### config.mk
export PLATFORM = sky130hd
export DESIGN_NAME = bdp_drive_ctrl
export DESIGN_NICKNAME = d
export VERILOG_FILES = /design/src/bdp_pkg.sv /design/src/bdp_drive_ctrl.sv /design/src/bdp_osc_tick.sv
export SDC_FILE = /design/constraint.sdc
export NUM_CORES = 1
export LEC_CHECK = 0
export BUFFER_PORTS_ARGS = -buffer_cell sky130_fd_sc_hd__buf_2
export CORE_MARGIN = 2
export CORE_UTILIZATION = 58
export CTS_CLUSTER_SIZE = 25
export DETAILED_ROUTE_END_ITERATION = 8
export GPL_TIMING_DRIVEN = 0
export PLACE_DENSITY = 0.8
export SLEW_MARGIN = 10
export SYNTH_ARGS = -nofsm -noshare
export SYNTH_HDL_FRONTEND = slang
export SYNTH_SLANG_ARGS = --single-unit
### constraint.sdc
create_clock -name clk -period 6.5 [get_ports clk]
set_clock_uncertainty 0.2 [all_clocks]
set_input_delay 0.65 -clock clk [delete_from_list [all_inputs] [get_ports clk]]
set_output_delay 0.65 -clock clk [all_outputs]
set_load 0.005 [all_outputs]
### src/bdp_pkg.sv
`default_nettype none
package bdp_pkg;
  // clock and oscillator timing
  localparam int CLK_HZ = 50_000_000;
  localparam int CLK_NS = 20;
  localparam int OSC_HZ = 20_000;
  localparam logic [15:0] OSC_PERIOD_RST = 16'(CLK_HZ / OSC_HZ);
  // lock period per microfarad of timer capacitance
  localparam int LOCK_NS_PER_UF = 350_000_000;
  localparam int LOCK_CYC_PER_UF = LOCK_NS_PER_UF / CLK_NS;
  localparam logic [7:0] LOCK_CAP_RST = 8'h0A;
  // dead time on a direction change, least time so rounded up
  localparam int DEAD_NS = 2_000;
  localparam logic [7:0] DEAD_RST = 8'((DEAD_NS + CLK_NS - 1) / CLK_NS);
  // oscillator periods of zero duty that must be exceeded to clear a lock
  localparam logic [3:0] DUTY_ZERO_PERIODS = 4'h8;
  // register byte addresses
  localparam logic [3:0] ADDR_OSC = 4'h0;
  localparam logic [3:0] ADDR_LOCK = 4'h4;
  localparam logic [3:0] ADDR_STAT = 4'h8;
  localparam logic [3:0] ADDR_DEAD = 4'hC;
  // status field positions
  localparam int ST_LOCK = 0;
  localparam int ST_UV = 1;
  localparam int ST_PSAVE = 2;
  localparam int ST_CL = 3;
  localparam int ST_DIRHOLD = 4;
  localparam int ST_HALL = 8;
  localparam int ST_MODE = 12;
  // synchroniser bit positions
  localparam int SI_RUN = 0;
  localparam int SI_BRK = 1;
  localparam int SI_PWM = 2;
  localparam int SI_DIR = 3;
  localparam int SI_HA = 4;
  localparam int SI_HC = 6;
  localparam int SI_CM = 7;
  localparam int SI_CL = 8;
  localparam int SI_DZ = 9;
  localparam int SI_UVT = 10;
  localparam int SI_UVR = 11;
  localparam int SI_GND = 12;
  localparam int SI_N = 13;
  localparam logic [2:0] PH_OFF = 3'h0;
  localparam logic [2:0] PH_ON = 3'h7;
  // drive modes
  typedef enum logic [2:0] {
    MODE_STOP = 3'b000,
    MODE_DRIVE = 3'b001,
    MODE_BRAKE = 3'b010,
    MODE_LOCK = 3'b011,
    MODE_DEAD = 3'b100,
    MODE_DIRBRK = 3'b101,
    MODE_OFF = 3'b110,
    MODE_UV = 3'b111
  } bdp_mode_t;
endpackage
`default_nettype wire

### src/bdp_drive_ctrl.sv
// Contract
// peak current hit cuts output on-time
// limited chop restarts on oscillator period
// oscillator clocks logic, always running
// stop mode enters power save
// direction reverses sequence, no shoot-through
// after reversal at limit: low off, short-brake
// brake request low short-brakes windings
// braking suspends current limit and lock
// no hall edge in period latches lows off
// lock period 0.35 s per microfarad
// lock clears: stop, zero duty, power-up
// grounded timer capacitor disables lock
// host waits before restart after lock
// undervoltage turns lows off, hysteretic release
// open-collector composite hall output
// run_stop low runs, high stops
// duty_pulse_in low enables drive
// duty modulation applied on low side
// all halls common-mode turns everything off
// inputs synchronised, hall change restarts timer
//
// The Avalon-MM interface to the registers and the register addresses were chosen for this implementation.
`timescale 1ns/1ps
`default_nettype none
module bdp_drive_ctrl #(
  parameter int LOCK_CYC_PER_UF = bdp_pkg::LOCK_CYC_PER_UF,
  parameter int LSW = $clog2(LOCK_CYC_PER_UF + 1)
) (
  // clock and reset
  input wire logic clk,
  input wire logic arst_n,
  // control pins
  input wire logic run_stop,
  input wire logic brake_request,
  input wire logic duty_pulse_in,
  input wire logic direction_select,
  input wire logic duty_level_zero,
  // hall inputs
  input wire logic hall_a_pos,
  input wire logic hall_b_pos,
  input wire logic hall_c_pos,
  input wire logic hall_all_common,
  // forward commutation request per phase
  input wire logic [2:0] commut_high,
  input wire logic [2:0] commut_low,
  // analog comparator results
  input wire logic current_limit_hit,
  input wire logic vcc_below_trip,
  input wire logic vcc_above_release,
  input wire logic lock_cap_grounded,
  // output switches
  output logic [2:0] low_drive,
  output logic [2:0] high_drive,
  // open-collector composite hall
  output logic hall_comp_o,
  output logic hall_comp_oe,
  // status
  output logic power_save,
  output logic lock_active,
  // avalon-mm slave
  input wire logic [3:0] avs_address,
  input wire logic avs_read,
  input wire logic avs_write,
  input wire logic [31:0] avs_writedata,
  input wire logic [3:0] avs_byteenable,
  output logic [31:0] avs_readdata,
  output logic avs_waitrequest
);
  typedef struct packed {
    logic [bdp_pkg::SI_N-1:0] sync1;
    logic [bdp_pkg::SI_N-1:0] sync2;
    logic [2:0] hall_prev;
    logic dir_prev;
    logic [15:0] osc_period;
    logic [7:0] lock_cap;
    logic [7:0] dead_cfg;
    logic cl_q;
    logic uv_q;
    logic lock_q;
    logic dir_hold;
    logic [7:0] dead_cnt;
    logic [LSW-1:0] lock_sub;
    logic [7:0] lock_units;
    logic [3:0] zero_cnt;
    bdp_pkg::bdp_mode_t mode;
    logic [2:0] low;
    logic [2:0] high;
    logic hp_o;
    logic hp_oe;
    logic psave;
    logic wait_q;
    logic [31:0] rdata;
  } bdp_st_t;

  bdp_st_t s, n;
  logic [1:0] rst_q;
  logic rst_n;
  logic tick;
  logic [bdp_pkg::SI_N-1:0] raw;
  // idle levels: stop, no brake and duty off high, every sense flag low
  localparam int SN = bdp_pkg::SI_N;
  localparam logic [SN-1:0] SYNC_IDLE = SN'((1 << bdp_pkg::SI_RUN) | (1 << bdp_pkg::SI_BRK)
    | (1 << bdp_pkg::SI_PWM));

  // reset released through two flops
  always_ff @(posedge clk or negedge arst_n) begin
    if (!arst_n) begin
      rst_q <= 2'b00;
    end else begin
      rst_q <= {rst_q[0], 1'b1};
    end
  end
  assign rst_n = rst_q[1];

  // oscillator period tick that times chopping and zero duty
  bdp_osc_tick #(
    .W(16)
  ) u_osc (
    .clk(clk),
    .rst_n(rst_n),
    .period(s.osc_period),
    .tick(tick)
  );

  // raw inputs gathered for synchronisation
  assign raw = {lock_cap_grounded, vcc_above_release, vcc_below_trip,
                duty_level_zero, current_limit_hit, hall_all_common,
                hall_c_pos, hall_b_pos, hall_a_pos, direction_select,
                duty_pulse_in, brake_request, run_stop};

  // byte-lane merge for register writes
  function automatic logic [31:0] merge(input logic [31:0] old,
                                        input logic [31:0] wd,
                                        input logic [3:0] be);
    logic [31:0] r;
    r = old;
    for (int i = 0; i < 4; i++) begin
      if (be[i]) begin
        r[i*8 +: 8] = wd[i*8 +: 8];
      end
    end
    return r;
  endfunction

  // next-state logic
  always_comb begin
    logic run;
    logic brk;
    logic pwm_on;
    logic [2:0] hall;
    logic hall_chg;
    logic dir;
    logic dir_chg;
    logic hit;
    logic duty0;
    logic lock_en;
    logic lock_set;
    logic lock_clr;
    logic req;
    logic [2:0] sel_h;
    logic [2:0] sel_l;
    logic [31:0] stat;
    logic [31:0] rmux;
    bdp_pkg::bdp_mode_t m;

    n = s;
    rmux = 32'h0000_0000;
    n.sync1 = raw;
    n.sync2 = s.sync1;

    run = ~s.sync2[bdp_pkg::SI_RUN];
    brk = ~s.sync2[bdp_pkg::SI_BRK];
    pwm_on = ~s.sync2[bdp_pkg::SI_PWM];
    dir = s.sync2[bdp_pkg::SI_DIR];
    hall = s.sync2[bdp_pkg::SI_HC:bdp_pkg::SI_HA];
    hit = s.sync2[bdp_pkg::SI_CL];
    hall_chg = hall != s.hall_prev;
    dir_chg = dir != s.dir_prev;
    n.hall_prev = hall;
    n.dir_prev = dir;

    // peak current latch, released on the next oscillator period
    if (brk) begin
      n.cl_q = 1'b0;
    end else if (hit) begin
      n.cl_q = 1'b1;
    end else if (tick) begin
      n.cl_q = 1'b0;
    end

    // undervoltage with hysteresis
    if (s.sync2[bdp_pkg::SI_UVT]) begin
      n.uv_q = 1'b1;
    end else if (s.sync2[bdp_pkg::SI_UVR]) begin
      n.uv_q = 1'b0;
    end

    // direction change: dead time, then short-brake while at limit
    if (dir_chg && run) begin
      n.dead_cnt = s.dead_cfg;
      n.dir_hold = 1'b1;
    end else begin
      if (s.dead_cnt != 8'h00) begin
        n.dead_cnt = s.dead_cnt - 8'h01;
      end
      if (!run || (tick && !hit && s.dead_cnt == 8'h00)) begin
        n.dir_hold = 1'b0;
      end
    end

    // zero-duty period counter
    duty0 = ~pwm_on | s.sync2[bdp_pkg::SI_DZ];
    if (!duty0) begin
      n.zero_cnt = 4'h0;
    end else if (tick && s.zero_cnt <= bdp_pkg::DUTY_ZERO_PERIODS) begin
      n.zero_cnt = s.zero_cnt + 4'h1;
    end

    // lock timer, restarted by any hall change
    lock_en = run && !brk && !s.sync2[bdp_pkg::SI_GND];
    lock_set = 1'b0;
    if (!lock_en || hall_chg || s.lock_q) begin
      n.lock_sub = '0;
      n.lock_units = 8'h00;
    end else if (s.lock_sub == LSW'(LOCK_CYC_PER_UF - 1)) begin
      n.lock_sub = '0;
      n.lock_units = s.lock_units + 8'h01;
      if (s.lock_units + 8'h01 >= s.lock_cap) begin
        lock_set = 1'b1;
      end
    end else begin
      n.lock_sub = s.lock_sub + LSW'(1);
    end
    if (s.lock_cap == 8'h00) begin
      lock_set = 1'b0;
    end
    lock_clr = !run || (s.zero_cnt > bdp_pkg::DUTY_ZERO_PERIODS);
    if (lock_set) begin
      n.lock_q = 1'b1;
    end else if (lock_clr) begin
      n.lock_q = 1'b0;
    end

    // reversed direction swaps source and sink phases
    sel_h = dir ? commut_low : commut_high;
    sel_l = dir ? commut_high : commut_low;

    // mode in priority order
    if (!run) begin
      m = bdp_pkg::MODE_STOP;
    end else if (s.sync2[bdp_pkg::SI_CM]) begin
      m = bdp_pkg::MODE_OFF;
    end else if (brk) begin
      m = bdp_pkg::MODE_BRAKE;
    end else if (s.uv_q) begin
      m = bdp_pkg::MODE_UV;
    end else if (s.lock_q || lock_set) begin
      m = bdp_pkg::MODE_LOCK;
    end else if (s.dead_cnt != 8'h00) begin
      m = bdp_pkg::MODE_DEAD;
    end else if (s.dir_hold && (hit || s.cl_q)) begin
      m = bdp_pkg::MODE_DIRBRK;
    end else begin
      m = bdp_pkg::MODE_DRIVE;
    end
    n.mode = m;

    // output switches per mode
    case (m)
      bdp_pkg::MODE_BRAKE, bdp_pkg::MODE_DIRBRK: begin
        n.high = bdp_pkg::PH_ON;
        n.low = bdp_pkg::PH_OFF;
      end
      bdp_pkg::MODE_UV, bdp_pkg::MODE_LOCK: begin
        n.high = sel_h;
        n.low = bdp_pkg::PH_OFF;
      end
      bdp_pkg::MODE_DRIVE: begin
        n.high = sel_h;
        n.low = (pwm_on && !s.cl_q && !hit) ? (sel_l & ~sel_h) : bdp_pkg::PH_OFF;
      end
      default: begin
        n.high = bdp_pkg::PH_OFF;
        n.low = bdp_pkg::PH_OFF;
      end
    endcase

    // composite hall, pulled low while the parity is low
    n.hp_o = 1'b0;
    n.hp_oe = ~^hall;
    n.psave = !run;

    // status word
    stat = 32'h0000_0000;
    stat[bdp_pkg::ST_LOCK] = s.lock_q;
    stat[bdp_pkg::ST_UV] = s.uv_q;
    stat[bdp_pkg::ST_PSAVE] = s.psave;
    stat[bdp_pkg::ST_CL] = s.cl_q;
    stat[bdp_pkg::ST_DIRHOLD] = s.dir_hold;
    stat[bdp_pkg::ST_HALL +: 3] = hall;
    stat[bdp_pkg::ST_MODE +: 3] = s.mode;

    // register read mux, unmapped reads as zero
    case (avs_address)
      bdp_pkg::ADDR_OSC: rmux = {16'h0000, s.osc_period};
      bdp_pkg::ADDR_LOCK: rmux = {24'h000000, s.lock_cap};
      bdp_pkg::ADDR_STAT: rmux = stat;
      bdp_pkg::ADDR_DEAD: rmux = {24'h000000, s.dead_cfg};
      default: rmux = 32'h0000_0000;
    endcase

    // bus slave: one wait cycle, then completion
    req = avs_read | avs_write;
    n.wait_q = !(req && s.wait_q);
    if (avs_read && s.wait_q) begin
      n.rdata = rmux;
    end
    if (avs_write && !s.wait_q) begin
      case (avs_address)
        bdp_pkg::ADDR_OSC: begin
          n.osc_period = 16'(merge({16'h0000, s.osc_period},
                                   avs_writedata, avs_byteenable));
        end
        bdp_pkg::ADDR_LOCK: begin
          n.lock_cap = 8'(merge({24'h000000, s.lock_cap},
                                avs_writedata, avs_byteenable));
        end
        bdp_pkg::ADDR_DEAD: begin
          n.dead_cfg = 8'(merge({24'h000000, s.dead_cfg},
                                avs_writedata, avs_byteenable));
        end
        default: begin
          n.rdata = s.rdata;
        end
      endcase
    end
  end

  // state register, reset to stop with outputs off
  always_ff @(posedge clk or negedge rst_n) begin
    if (!rst_n) begin
      s <= '0;
      s.sync1 <= SYNC_IDLE;
      s.sync2 <= SYNC_IDLE;
      s.hall_prev <= 3'h7;
      s.dir_prev <= 1'b1;
      s.osc_period <= bdp_pkg::OSC_PERIOD_RST;
      s.lock_cap <= bdp_pkg::LOCK_CAP_RST;
      s.dead_cfg <= bdp_pkg::DEAD_RST;
      s.mode <= bdp_pkg::MODE_STOP;
      s.psave <= 1'b1;
      s.wait_q <= 1'b1;
    end else begin
      s <= n;
    end
  end

  // outputs straight from the state register
  assign low_drive = s.low;
  assign high_drive = s.high;
  assign hall_comp_o = s.hp_o;
  assign hall_comp_oe = s.hp_oe;
  assign power_save = s.psave;
  assign lock_active = s.lock_q;
  assign avs_readdata = s.rdata;
  assign avs_waitrequest = s.wait_q;
endmodule // bdp_drive_ctrl
`default_nettype wire

### src/bdp_osc_tick.sv
`timescale 1ns/1ps
`default_nettype none
module bdp_osc_tick #(
  parameter int W = 16
) (
  // clock and reset
  input wire logic clk,
  input wire logic rst_n,
  // period in clock cycles
  input wire logic [W-1:0] period,
  // one-cycle pulse per oscillator period
  output logic tick
);
  typedef struct packed {
    logic [W-1:0] cnt;
    logic tick;
  } bdp_osc_st_t;

  bdp_osc_st_t s, n;

  // free-running counter, never gated by stop mode
  always_comb begin
    n = s;
    n.tick = 1'b0;
    if (s.cnt + W'(1) >= period) begin
      n.cnt = '0;
      n.tick = 1'b1;
    end else begin
      n.cnt = s.cnt + W'(1);
    end
  end

  always_ff @(posedge clk or negedge rst_n) begin
    if (!rst_n) begin
      s <= '0;
    end else begin
      s <= n;
    end
  end

  assign tick = s.tick;
endmodule // bdp_osc_tick
`default_nettype wire

After elaboration in Yosys (flattened, before gate mapping)
Index checks and enable logic that the tools add are counted.
Widths: inputs -> output; s select.
- register bits after elaboration: 174
- add/subtract/negate cells: 5
- order comparisons: 4
- eq/ne operators: 14
- mux-type cells: 36
- bitwise logic cells: 6
- reduce and logical (&&, ||, !) cells: 41
- operators with widths (kind ; number):
    $mux 32 ; 3
    $pmux 16 s4 ; 1
    $mux 33 ; 1
    $mux 3 ; 10
    $add 25x1->25 const B ; 1
    $eq 25x25->1 const B ; 1
    $mux 25 ; 1
    $pmux 6 s3 ; 1
    $add 16x1->16 const B ; 1
    $ge 16x16->1 ; 1
    $logic_not 8->1 ; 2
    $mux 16 ; 1
    $mux 8 ; 2
    $mux 1 ; 13
    $logic_and 1x1->1 ; 12
    $reduce_and 3->1 ; 4
    $reduce_bool 2->1 ; 5
    $mux 9 ; 1
    $add 8x1->8 const B ; 1
    $eq 4x4->1 const B ; 2
    $ge 8x8->1 ; 1
    $mux 4 ; 2
    $reduce_bool 8->1 ; 1
    $sub 8x1->8 const B ; 1
    22 further kinds ; 37

Logic depth before layout (Yosys ltp)
- word-level depth: 17
- depth in mapped cells: 13
- depth with buffers taken out: 12

Cells and area by module
A second synthesis with hierarchy kept.
- cells, all modules: 705
- area total of the unflattened synthesis: 7848.8 um^2
- by module, submodules not included (module ; instances ; cells an instance ; area an instance (um^2)):
    bdp_drive_ctrl ; 1 ; 571 ; 6402.4
    bdp_osc_tick ; 1 ; 134 ; 1446.4

Least setup slack after synthesis
OpenSTA, ideal clock, no wires.
- path type: register to register
- from: register u_osc.s[3] (netlist bit)
- to: register u_osc.s[10] (netlist bit)
- setup time: 73 ps
- arrival time: 2550 ps
- slack: 3676 ps
- cell stages (with the launch flop): 14
- buffers on the path: 1
- cells stage by stage: dfrtp_1 and4_1 nand4_1 nor2_1 nand3_1 xnor2_1 ha_1 a21o_1 a21o_1 a21oi_1 o21ai_0 a21o_1 clkbuf_1 nor2b_1
- RTL lines (item ; RTL line ; text):
    from (decl) ; bdp_osc_tick.sv:19 ; bdp_osc_st_t s, n;
    from (signal assigned) ; bdp_osc_tick.sv:37 ; s <= n;

==> metrics.txt <==
Power, Total=~0.0024 W; number of port buffers=70; Post-Synth XOR/XNOR Area=6.88%; Syn. warnings=0; max cap viols=0; Mean Syn Cell Area=10.5 um2; Tot GR Track Use=24.1%; Vias=5,556; sequential share of the synthesized area=52.1%; Mapped Area=7640 um2; DRC viols=0; adder-cell share of the synthesized area=4.91%; Post-synth EDFFs=0; initial antenna violation count=0; final setup fails=0; synthesis-stage register bit count=158; Bufs on Longest Clock Path=2; Slew HR=53.5%; Die Y=119 um; largest cells by area after synthesis=dfrtp_1 (45%), dfstp_2 (7.6%), ha_1 (4.9%); WL final=15,900 um; Post-Synth Simple-Gate Area=17.8%; Netlist cell types=61; Layout area overhead=16.3%; Final period util=52.3%; Yosys top cell by area=dfrtp_1; vias in the first global route=between 5k and 6k; fin util=69.9%; Setup TNS=0 ns; Setup Crit Path Kind=flop to flop; TritonCTS clock tree=done; total CTS buffers=17; met3 wire len=766 um; Cells after Synth=730; DR pass1 iterations=5; top_reg_cell synth=dfrtp_1; Yosys top cell area share=44.5%; fin nets=931; gp weighted congestion=approximately 0.84; min cycle time layout=3.40 ns; Filler Cell Count=961; CTS root buffer=clkbuf_16; Synth async-reset ratio=100%; top-count cell post-synth=dfrtp_1; Num Clock Sinks=around 160; Max Used Layer=met4; crit path max fanout=10; Hold WC Path Type=flop to async pin; status=completed; first-pass GRT wire length=26,800 um; Power Density=267 nW/um2; top cells by count, synth=dfrtp_1 (136), nand2_1 (80), nor2_1 (64); mux share of post-synthesis cell area=2.15%; core box area=about 13,000 um2; Die W=approximately 120 um; main combinational cell family by area after synthesis=simple AND/OR/NAND/NOR gates; grt ovf=0; Worst Path Required=~6.7 ns; leak pwr=4.27 nW; H-tree levels=4; synthesized-area fraction occupied by ao, oa, aoi and oai cells=between 9 and 10%; Max Freq=~0.3 GHz; row count=41; per-cell routed wire length=15.5 um; initial core utilization=about three fifths; maximum vdd drop=0.206 mV; CTS clk-pin slew, worst paths=0.07 ns; WL met1=around 6800 um; pin count of the biggest net entering global routing=69; antenna-violating nets left=0; worst-margin pin slew=0.692 ns; fin. max-slew vios=0; Worst EP arrival=3.56 ns; RSZ-0062 raised after global routing=false; Final Hold Fails=0; Worst setup SP type=flop; I/O pin cnt=106; Worst-Skew Late Latency=0.43 ns; Iter 0 DRT Violations=383; die area=14,100 um2; vias per cell=5.43; antenna cells=0; Setup crit end kind=flop; Met2 Wirelength=8000 um; layout cells sized above 1=24.0%; dpl hpwl=12,000 um
[report_power, final]
part	leakage (nW)	internal (W)	switching (W)
clock network	0.250	0.000529	0.000405
logic	2.04	0.000132	0.000163
registers	1.98	0.00108	0.0000723
total	4.27	0.00174	0.000639
[stage by stage]
step	hold WS (ns)	setup slack, ns	cells	cell area, um2
6_report	0.0455	3.10	1023	8890
5_1_grt	0.0830	2.83	1023	8890
4_1_cts	0.0587	3.11	1023	8890
3_5_place_dp	0.0522	3.18	990	8330
3_3_place_gp	0.133	0.233	988	8270
2_1_floorplan	0.131	1.61	746	7700
[per-layer routing]
layer / GRT usage (%) / vias to the layer above
li1: - / 2640
met1: 30.0 / 2758
met2: 40.7 / 130
met3: 5.98 / 28
met4: 9.08 / 0
met5: 0 / -
[cells by family (layout without fill, tap and decap cells)]
kind of cell    after synthesis  after routing
mux                          15             15
fa+ha+maj                    30             30
flops                       158            158
buf+inv                      94            199
compound gates              112            112
xor+xnor                     60             60
simple gates                259            259
other cells                   2             18
[final timing paths]
kind / start / to / slack, ns / depth (start not counted)
hold reg to reg: rst_q[1] / low_drive[0] / 0.05 / 0
setup / recovery: u_osc.s[3] / u_osc.s[15] / 3.10 / 13
setup reg to reg: u_osc.s[3] / u_osc.s[15] / 3.10 / 13
min in group clk: duty_pulse_in / n[132] / 0.11 / 1
max in group asynchronous: rst_q[1] / s[105] / 5.37 / 1
hold / removal: rst_q[1] / low_drive[0] / 0.05 / 0
[repair_timing]
| item | CTS | global route |
|---|---|---|
| hold endpoints to repair | 2 | 0 |
| setup buffers | 0 | 0 |
| hold buffers | 1 | 0 |
| gates resized for setup | 0 | 0 |
[state kept, by name (all words and copies together), names as in the netlist]
name and flops:
avs_readdata 16, avs_waitrequest 1, hall_comp_oe 1, high_drive 3, lock_active 1, low_drive 3, n 18, power_save 1
rst_q 2, s 95, u_osc.s 16, u_osc.tick 1
[critical path, stage by stage (launching register included)]
cell and delay (ns):
dfrtp_1 0.41, and4_1 0.28, nand4_1 0.25, nor2_1 0.24
nand3_1 0.12, xnor2_1 0.22, ha_1 0.30, a21o_1 0.16
a21o_1 0.17, a21oi_1 0.14, o21ai_0 0.11, a21o_1 0.27
clkbuf_1 0.28, nor2b_1 0.18
[layout by cell type (no fill, tap or decap), drive strengths merged, types with 16 or more instances in the layout]
cell type	instances
clkbuf	35
o21ai	52
dfstp	22
nand4	16
dfrtp	136
conb	18
nand3	19
ha	30
inv	38
nor2b	18
nand2	80
buf	116
nor2	65
xor2	31
a21oi	18
xnor2	29
[area by class of cell]
cell class	instances	area (um2)	area share (%)
sequential	158	3990	44.8
inverter	35	131	1.48
clock inverter	12	115	1.30
clock buffer	20	437	4.91
multi-input combinational	494	3200	36.0
buffer	59	390	4.39
timing repair buffer	73	415	4.67
tap	172	215	2.42
(Power assumes the default switching activity.)
